`src/bss_pkg.sv`:
```
package bss_pkg;

	// ---------------------------------------------------------------
	// Boot modes
	// ---------------------------------------------------------------
	typedef enum logic [2:0]
	{
		BSS_MODE_NONE,
		BSS_MODE_EPROM,
		BSS_MODE_HOST,
		BSS_MODE_LINK,
		BSS_MODE_RESERVED
	} bss_mode_e;

	// ---------------------------------------------------------------
	// Constants
	// ---------------------------------------------------------------
	localparam int BSS_CLK_PERIOD_NS = 10;
	localparam int BSS_SYNC_STAGES = 2;
	localparam int BSS_EPROM_WIDTH = 8;
	localparam int BSS_HOST_WIDE = 32;
	localparam int BSS_HOST_NARROW = 16;
	localparam int BSS_VEC_WIDTH = 32;
	localparam logic [31:0] BSS_RESET_VECTOR = 32'h0002_0004;
	localparam logic [1:0] BSS_CNT_MAX = 2'h3;

endpackage : bss_pkg

```
`src/bss_sync_if.sv`:
```
`timescale 1ns/1ns
interface bss_sync_if;
	logic [2:0] raw;
	logic [2:0] synced;
	modport src (output raw, input synced);
	modport dst (input raw, output synced);
endinterface : bss_sync_if

```
`src/bss_sync.sv`:
```
`timescale 1ns/1ns
module bss_sync
(
	input wire logic clk,
	input wire logic rst_n,
	bss_sync_if.dst sif
);

	// ---------------------------------------------------------------
	// Two-stage synchroniser per strap bit
	// ---------------------------------------------------------------
	logic [2:0] meta_reg;
	logic [2:0] meta_next;
	logic [2:0] sync_reg;
	logic [2:0] sync_next;

	always_comb
	begin
		meta_next = sif.raw;
		sync_next = meta_reg;
	end

	always_ff @(posedge clk or negedge rst_n)
	begin
		if (!rst_n)
		begin
			meta_reg <= 3'h0;
			sync_reg <= 3'h0;
		end
		else
		begin
			meta_reg <= meta_next;
			sync_reg <= sync_next;
		end
	end

	assign sif.synced = sync_reg;

endmodule : bss_sync

```
`src/bss_boot_selector.sv`:
```
`timescale 1ns/1ns
// Operation
// - Eprom strap high with link strap low selects byte-wide EPROM boot load.
// - Eprom strap low: link strap and select input choose the mode.
// - Straps 0,0 with select 1 selects host processor boot.
// - Straps 0,1 with select 1 selects link port boot.
// - Straps 0,0 with select 0: no boot, fetch from external memory.
// - EPROM mode drives the select pin as EPROM chip select.
// - Only the current bus owner drives the select output.
// - Select pin three-statable only in EPROM boot mode.
// - Host boot supports 32-bit and 16-bit hosts.
// - Reset gives known state, then start at reset vector; reserved straps flag an error and never start.
// - Instruction rate equals input clock, no multiply or divide.
module bss_boot_selector
#(
	parameter logic [31:0] RESET_VECTOR = bss_pkg::BSS_RESET_VECTOR
)
(
	input wire logic CLK_SYS,
	input wire logic RST_N,
	input wire logic EPROM_BOOT_STRAP,
	input wire logic LINK_BOOT_STRAP,
	input wire logic BOOT_MEMORY_SELECT_I,
	output logic BOOT_MEMORY_SELECT_O,
	output logic BOOT_MEMORY_SELECT_OE_N,
	input wire logic BUS_MASTER,
	input wire logic EPROM_CS_REQ,
	input wire logic HOST_WIDE,
	input wire logic BOOT_DONE,
	output logic [2:0] BOOT_MODE,
	output logic BOOT_EPROM,
	output logic BOOT_HOST,
	output logic BOOT_HOST_WIDE,
	output logic BOOT_LINK,
	output logic BOOT_NONE,
	output logic CONFIG_ERROR,
	output logic BOOT_ACTIVE,
	output logic START_EXEC,
	output logic [31:0] START_ADDR,
	output logic INSTR_TICK
);

	// ---------------------------------------------------------------
	// Strap synchronisation
	// ---------------------------------------------------------------
	bss_sync_if sif();

	assign sif.raw = {EPROM_BOOT_STRAP, LINK_BOOT_STRAP,
		BOOT_MEMORY_SELECT_I};

	bss_sync u_sync
	(
		.clk(CLK_SYS),
		.rst_n(RST_N),
		.sif(sif.dst)
	);

	logic eb;
	logic lb;
	logic bs;
	assign eb = sif.synced[2];
	assign lb = sif.synced[1];
	assign bs = sif.synced[0];

	// ---------------------------------------------------------------
	// Mode decode
	// ---------------------------------------------------------------
	bss_pkg::bss_mode_e dec_mode;

	always_comb
	begin
		if (eb && !lb)
			dec_mode = bss_pkg::BSS_MODE_EPROM;
		else if (eb)
			dec_mode = bss_pkg::BSS_MODE_RESERVED;
		else if (!lb && bs)
			dec_mode = bss_pkg::BSS_MODE_HOST;
		else if (lb && bs)
			dec_mode = bss_pkg::BSS_MODE_LINK;
		else if (!lb)
			dec_mode = bss_pkg::BSS_MODE_NONE;
		else
			dec_mode = bss_pkg::BSS_MODE_RESERVED;
	end

	// ---------------------------------------------------------------
	// Capture window and latched mode
	// ---------------------------------------------------------------
	// Straps settle through the synchroniser after reset release, so
	// the mode is captured once the pipeline has filled.
	logic [1:0] cnt_reg;
	logic [1:0] cnt_next;
	logic locked_reg;
	logic locked_next;
	bss_pkg::bss_mode_e mode_reg;
	bss_pkg::bss_mode_e mode_next;
	logic wide_reg;
	logic wide_next;
	logic active_reg;
	logic active_next;
	logic start_reg;
	logic start_next;
	logic capture;

	assign capture = !locked_reg && (cnt_reg == bss_pkg::BSS_CNT_MAX);

	always_comb
	begin
		cnt_next = cnt_reg;
		locked_next = locked_reg;
		mode_next = mode_reg;
		wide_next = wide_reg;
		active_next = active_reg;
		start_next = start_reg;
		if (!locked_reg && cnt_reg != bss_pkg::BSS_CNT_MAX)
			cnt_next = cnt_reg + 2'h1;
		if (capture)
		begin
			locked_next = 1'b1;
			mode_next = dec_mode;
			wide_next = HOST_WIDE;
			active_next = (dec_mode == bss_pkg::BSS_MODE_EPROM)
				|| (dec_mode == bss_pkg::BSS_MODE_HOST)
				|| (dec_mode == bss_pkg::BSS_MODE_LINK);
			start_next = (dec_mode == bss_pkg::BSS_MODE_NONE);
		end
		else if (active_reg && BOOT_DONE)
		begin
			active_next = 1'b0;
			start_next = 1'b1;
		end
	end

	always_ff @(posedge CLK_SYS or negedge RST_N)
	begin
		if (!RST_N)
		begin
			cnt_reg <= 2'h0;
			locked_reg <= 1'b0;
			mode_reg <= bss_pkg::BSS_MODE_NONE;
			wide_reg <= 1'b0;
			active_reg <= 1'b0;
			start_reg <= 1'b0;
		end
		else
		begin
			cnt_reg <= cnt_next;
			locked_reg <= locked_next;
			mode_reg <= mode_next;
			wide_reg <= wide_next;
			active_reg <= active_next;
			start_reg <= start_next;
		end
	end

	// ---------------------------------------------------------------
	// Outputs
	// ---------------------------------------------------------------
	logic sel_o_reg;
	logic sel_o_next;
	logic sel_oe_n_reg;
	logic sel_oe_n_next;
	logic [31:0] addr_reg;
	logic [31:0] addr_next;
	logic tick_reg;
	logic tick_next;
	logic eprom_reg;
	logic eprom_next;
	logic host_reg;
	logic host_next;
	logic link_reg;
	logic link_next;
	logic none_reg;
	logic none_next;
	logic err_reg;
	logic err_next;
	logic is_eprom;

	assign is_eprom = locked_reg && mode_reg == bss_pkg::BSS_MODE_EPROM;

	always_comb
	begin
		// Chip select is active low; idle high
		sel_o_next = !(is_eprom && BUS_MASTER && EPROM_CS_REQ);
		sel_oe_n_next = !(is_eprom && BUS_MASTER);
		addr_next = start_next ? RESET_VECTOR : 32'h0000_0000;
		tick_next = locked_reg;
		eprom_next = active_next
			&& mode_next == bss_pkg::BSS_MODE_EPROM;
		host_next = active_next
			&& mode_next == bss_pkg::BSS_MODE_HOST;
		link_next = active_next
			&& mode_next == bss_pkg::BSS_MODE_LINK;
		none_next = locked_next
			&& mode_next == bss_pkg::BSS_MODE_NONE;
		err_next = locked_next
			&& mode_next == bss_pkg::BSS_MODE_RESERVED;
	end

	always_ff @(posedge CLK_SYS or negedge RST_N)
	begin
		if (!RST_N)
		begin
			sel_o_reg <= 1'b1;
			sel_oe_n_reg <= 1'b1;
			addr_reg <= 32'h0000_0000;
			tick_reg <= 1'b0;
			eprom_reg <= 1'b0;
			host_reg <= 1'b0;
			link_reg <= 1'b0;
			none_reg <= 1'b0;
			err_reg <= 1'b0;
		end
		else
		begin
			sel_o_reg <= sel_o_next;
			sel_oe_n_reg <= sel_oe_n_next;
			addr_reg <= addr_next;
			tick_reg <= tick_next;
			eprom_reg <= eprom_next;
			host_reg <= host_next;
			link_reg <= link_next;
			none_reg <= none_next;
			err_reg <= err_next;
		end
	end

	assign BOOT_MEMORY_SELECT_O = sel_o_reg;
	assign BOOT_MEMORY_SELECT_OE_N = sel_oe_n_reg;
	assign BOOT_MODE = mode_reg;
	assign BOOT_EPROM = eprom_reg;
	assign BOOT_HOST = host_reg;
	assign BOOT_HOST_WIDE = wide_reg;
	assign BOOT_LINK = link_reg;
	assign BOOT_NONE = none_reg;
	assign CONFIG_ERROR = err_reg;
	assign BOOT_ACTIVE = active_reg;
	assign START_EXEC = start_reg;
	assign START_ADDR = addr_reg;
	assign INSTR_TICK = tick_reg;
endmodule : bss_boot_selector

```
`config.mk`:
```
export PLATFORM = sky130hd
export DESIGN_NAME = bss_boot_selector
export DESIGN_NICKNAME = d
export VERILOG_FILES = /design/src/bss_pkg.sv /design/src/bss_sync_if.sv /design/src/bss_sync.sv /design/src/bss_boot_selector.sv
export SDC_FILE = /design/constraint.sdc
export NUM_CORES = 1
export LEC_CHECK = 0
export BUFFER_PORTS_ARGS = -buffer_cell sky130_fd_sc_hd__clkbuf_2
export CORE_UTILIZATION = 44
export CTS_CLUSTER_SIZE = 16
export DETAILED_ROUTE_END_ITERATION = 8
export PLACE_DENSITY = 0.78
export SYNTH_ARGS = -nofsm -noshare
export SYNTH_HDL_FRONTEND = slang
export SYNTH_SLANG_ARGS = --single-unit
```
`constraint.sdc`:
```
create_clock -name CLK_SYS -period 1.73 [get_ports CLK_SYS]
set_input_delay 0.173 -clock CLK_SYS [delete_from_list [all_inputs] [get_ports CLK_SYS]]
set_output_delay 0.173 -clock CLK_SYS [all_outputs]
set_load 0.01 [all_outputs]
```
==> results.txt <==
Dominant synthesized flop cell - sky130_fd_sc_hd__dfrtp_1
Total Wirelength - 1.54 mm
Kind of capture point of the worst setup path - flip-flop
Critical path type - reg -> reg
DRT Pass-1 Iters - 4
Number of pins with negative max-slew slack in the final report - 0
Initial antenna violation count - 0
Final cycle utilization of the critical path - 89.7%
Die span in y - 51.9 um
Sink Count - 23
Path length in cells of the critical path - 5
Growth of design area from synthesis to finish - 9.27%
Final setup violating endpoints - 0
Total of warnings raised by yosys - 0
Estimated wirelength of the detail-placed design - 1.14 mm
Combinational share of power - 12.4%
Maximum fanout encountered on the critical timing path - 7
Clock tree from TritonCTS - built
Final design utilization - 52.5%
Share of total power in the clock network - 26.3%
Deepest level of the CTS H-tree - 1
Count of distinct cell types in the synthesized netlist - 28
Share of layout cells above drive strength 1 - 29.6%
Post-route standard cell area excluding fillers - 1190 sq um
Final ANT Viol Nets - 0
Ratio of total power to cell area - 781 nW/um^2
Wire length per cell after detailed routing - 10.1 um
Sequential cell area fraction in the yosys report - 52.9%
Number of flops mapped to enable cells by yosys - 0
Max stage delay cell, worst path - sky130_fd_sc_hd__dfrtp_1
Number of design rule violations left after detail routing - 0
Number of maximum-capacitance violations - 0
Slack of the worst reg-to-reg path - 0.18 ns
Cell accounting for the most synthesized area - sky130_fd_sc_hd__dfrtp_1
Initial core utilization - 48.0%
Die Footprint - 2690 sq um
Grt total ovfl - 0
Clock skew - 0.00544 ns
Delay-heaviest family, CP - simple AND/OR/NAND/NOR gates
Top Ports - 55
Critical Path RT - 1.95 ns
Leakage dissipation - 0.000619 uW
Vias in the first global route - 545
Delay contributed by the slowest stage of the critical path - 0.38 ns
Nets@finish - 136
Count of inserted antenna diode cells - 0
Final Hold Fails - 0
Cts repair resizes - 0
Proportion of power drawn by flip-flops and latches - 61.4%
RePlAce Congestion - 0.771
Hold_buf cts - 5
Capture point of the critical path - BOOT_EPROM$_DFF_PN0_
Number of buffer and inverter instances along the worst setup path - 0
DR vias - 648
Net switching fraction of the power - 26.5%
Worst path cell trace - ha_1, nor2b_4, nor2_1, a31oi_2, nor4b_2
Timing startpoint of the critical path - cnt_reg[0]$_DFFE_PN0P_
Row cnt - 17
Arrival time at the worst endpoint - 1.78 ns
DIE WIDTH - 51.9 um
Setup repair after global routing missed its margin - no
First-pass GRT wire length - 2.57 mm
Kind of start point of the critical path - flip-flop
Setup TNS Final - 0 ns
Worst max-slew margin expressed relative to the limit - 64.3%
Synth Area per Inst - 11.5 sq um
PortBufs - 24
Synth area leaders - sky130_fd_sc_hd__dfrtp_1, sky130_fd_sc_hd__buf_4, sky130_fd_sc_hd__dfstp_2
Type of the tightest min-delay check - in -> reg
Total clock buffers created by CTS - 3
Run status - finished clean
Fmax - 0.644 GHz
Endpoint of the most critical register-to-register path - BOOT_EPROM$_DFF_PN0_
Global-route usage over all layers - 13.7%
Synthesized netlist cell count - 95
Area after detailed placement - 1120 sq um
Synthesis-stage register bit count - 23
Peak supply drop - 0.565 mV
Core Area - 2280 sq um
Total net switching power - 247 uW
Clk_lat worst skew - 0.31 ns
FF-to-FF path depth - 5
Int Power - 686 uW
Synth Cell Area - 1090 sq um
Shortest clock period the worst path allows after layout - 1.55 ns
Drt first-iter violations - 7
Max Buffers Root-to-Sink - 2
Share of Yosys cell area claimed by the top area cell type - 48.1%
Clock transition at the register clock pins on the worst setup and hold paths after CTS - 0.12 ns
Largest net degree at the start of global routing - 24
Via density - 4.24
Clk root buf - sky130_fd_sc_hd__clkbuf_4
RR Startpoint - cnt_reg[0]$_DFFE_PN0P_
Share of synthesized flip-flops with an asynchronous set or reset - 100%
Worst Tran Pin Value - 0.536 ns
Post-CTS repair timing setup buffer count - 0
## how the worst min path moves through the flow
| stage | from | to | slack, ns | depth (start not counted) |
|---|---|---|---|---|
| 2_1_floorplan | RST_N | BOOT_ACTIVE$_DFF_PN0_ | -0.12 | 0 |
| 3_3_place_gp | RST_N | u_sync.meta_reg[2]$_DFF_PN0_ | 0.17 | 1 |
| 3_5_place_dp | RST_N | BOOT_HOST_WIDE$_DFFE_PN0N_ | 0.18 | 1 |
| 4_1_cts | HOST_WIDE | BOOT_HOST_WIDE$_DFFE_PN0N_ | 0.05 | 3 |
| 5_1_grt | HOST_WIDE | BOOT_HOST_WIDE$_DFFE_PN0N_ | 0.08 | 3 |
| 6_report | HOST_WIDE | BOOT_HOST_WIDE$_DFFE_PN0N_ | 0.06 | 3 |
## per-stage QoR
step / total power (uW) / hold WS [ns] / setup WS, ns / cells
after detailed placement: 689 / 0.180 / 0.198 / 144
after global placement: 687 / 0.174 / 0.305 / 144
final: 933 / 0.0616 / 0.178 / 153
after global routing: 991 / 0.0788 / 0.0356 / 153
after floorplan: 702 / -0.123 / 0.335 / 124
after CTS: 942 / 0.0539 / 0.169 / 153
## tightest hold or removal path: cells and delay by family
| kind | cells | cell delay (ns) |
|---|---|---|
| buffers and inverters | 1 | 0.08 |
| and+or+nand+nor | 2 | 0.09 |
## cell usage after synthesis (all sizes together), types with 2 or more instances
library cell / instances
nand2b: 4
nand2: 7
inv: 3
nor2: 4
nor2b: 2
dfrtp: 21
o21ai: 2
or2b: 2
buf: 32
dfstp: 2
a21oi: 2
## cell families (layout without fill, tap and decap cells)
group                      Yosys count  in the layout  synth area share [%]
AOI/OAI and AO/OA                    7              7                  5.49
xor gates and xnor gates             1              1                 0.801
adders and majority gates            1              1                  1.14
buffers and inverters               35             36                  23.0
DFF                                 23             23                  52.9
muxes                                1              1                  1.03
other                                1             30                 0.343
and+or+nand+nor                     26             26                  15.3
## area by class of cell
cell class	instances	area [sq um]
Clock buffer	3	22.5
Multi-Input combinational cell	66	373
Timing Repair Buffer	29	170
Clock inverter	1	5.00
Sequential cell	23	578
Fill cell	210	1080
Inverter	3	11.3
Tap cell	28	35.0
## power by group through the flow
stage / clock (uW) / combinational [uW] / sequential, uW
3_5_place_dp: 0 / 106 / 583
3_3_place_gp: 0 / 105 / 582
5_1_grt: 284 / 131 / 576
4_1_cts: 253 / 115 / 573
2_1_floorplan: 0 / 115 / 587
6_report: 245 / 115 / 573
## routing by layer
metal  up-vias  global-route usage [%]  share of wire (%)
met5         -                       0                  0
met4         0                    6.76                1.3
met3         4                    3.51                6.8
met2        44                    21.6                 50
met1       295                    17.4                 42
li1        305                       -                  -
## layout by cell type, fill, tap and decap left out
master / instances
sky130_fd_sc_hd__conb_1: 30
sky130_fd_sc_hd__clkbuf_2: 24
sky130_fd_sc_hd__dfrtp_1: 21
sky130_fd_sc_hd__nand2_1: 7
sky130_fd_sc_hd__dlygate4sd3_1: 5
sky130_fd_sc_hd__nand2b_1: 4
sky130_fd_sc_hd__nor2_1: 4
sky130_fd_sc_hd__inv_1: 3
sky130_fd_sc_hd__clkbuf_4: 3
sky130_fd_sc_hd__dfstp_2: 2
sky130_fd_sc_hd__a21oi_1: 2
sky130_fd_sc_hd__nand3b_1: 1
sky130_fd_sc_hd__nor2b_4: 1
sky130_fd_sc_hd__a31oi_2: 1
sky130_fd_sc_hd__or2b_4: 1
sky130_fd_sc_hd__o21ai_1: 1
sky130_fd_sc_hd__and2_1: 1
sky130_fd_sc_hd__a22o_4: 1
sky130_fd_sc_hd__or2b_1: 1
sky130_fd_sc_hd__nor3_1: 1
sky130_fd_sc_hd__nor4b_2: 1
sky130_fd_sc_hd__o32a_1: 1
sky130_fd_sc_hd__nor2b_1: 1
sky130_fd_sc_hd__nor3b_2: 1
sky130_fd_sc_hd__and3b_1: 1
sky130_fd_sc_hd__or4_1: 1
sky130_fd_sc_hd__o21ai_0: 1
sky130_fd_sc_hd__mux2_2: 1
sky130_fd_sc_hd__xor2_1: 1
sky130_fd_sc_hd__ha_1: 1
sky130_fd_sc_hd__clkinv_2: 1
Power figures use the tool's default switching activity.
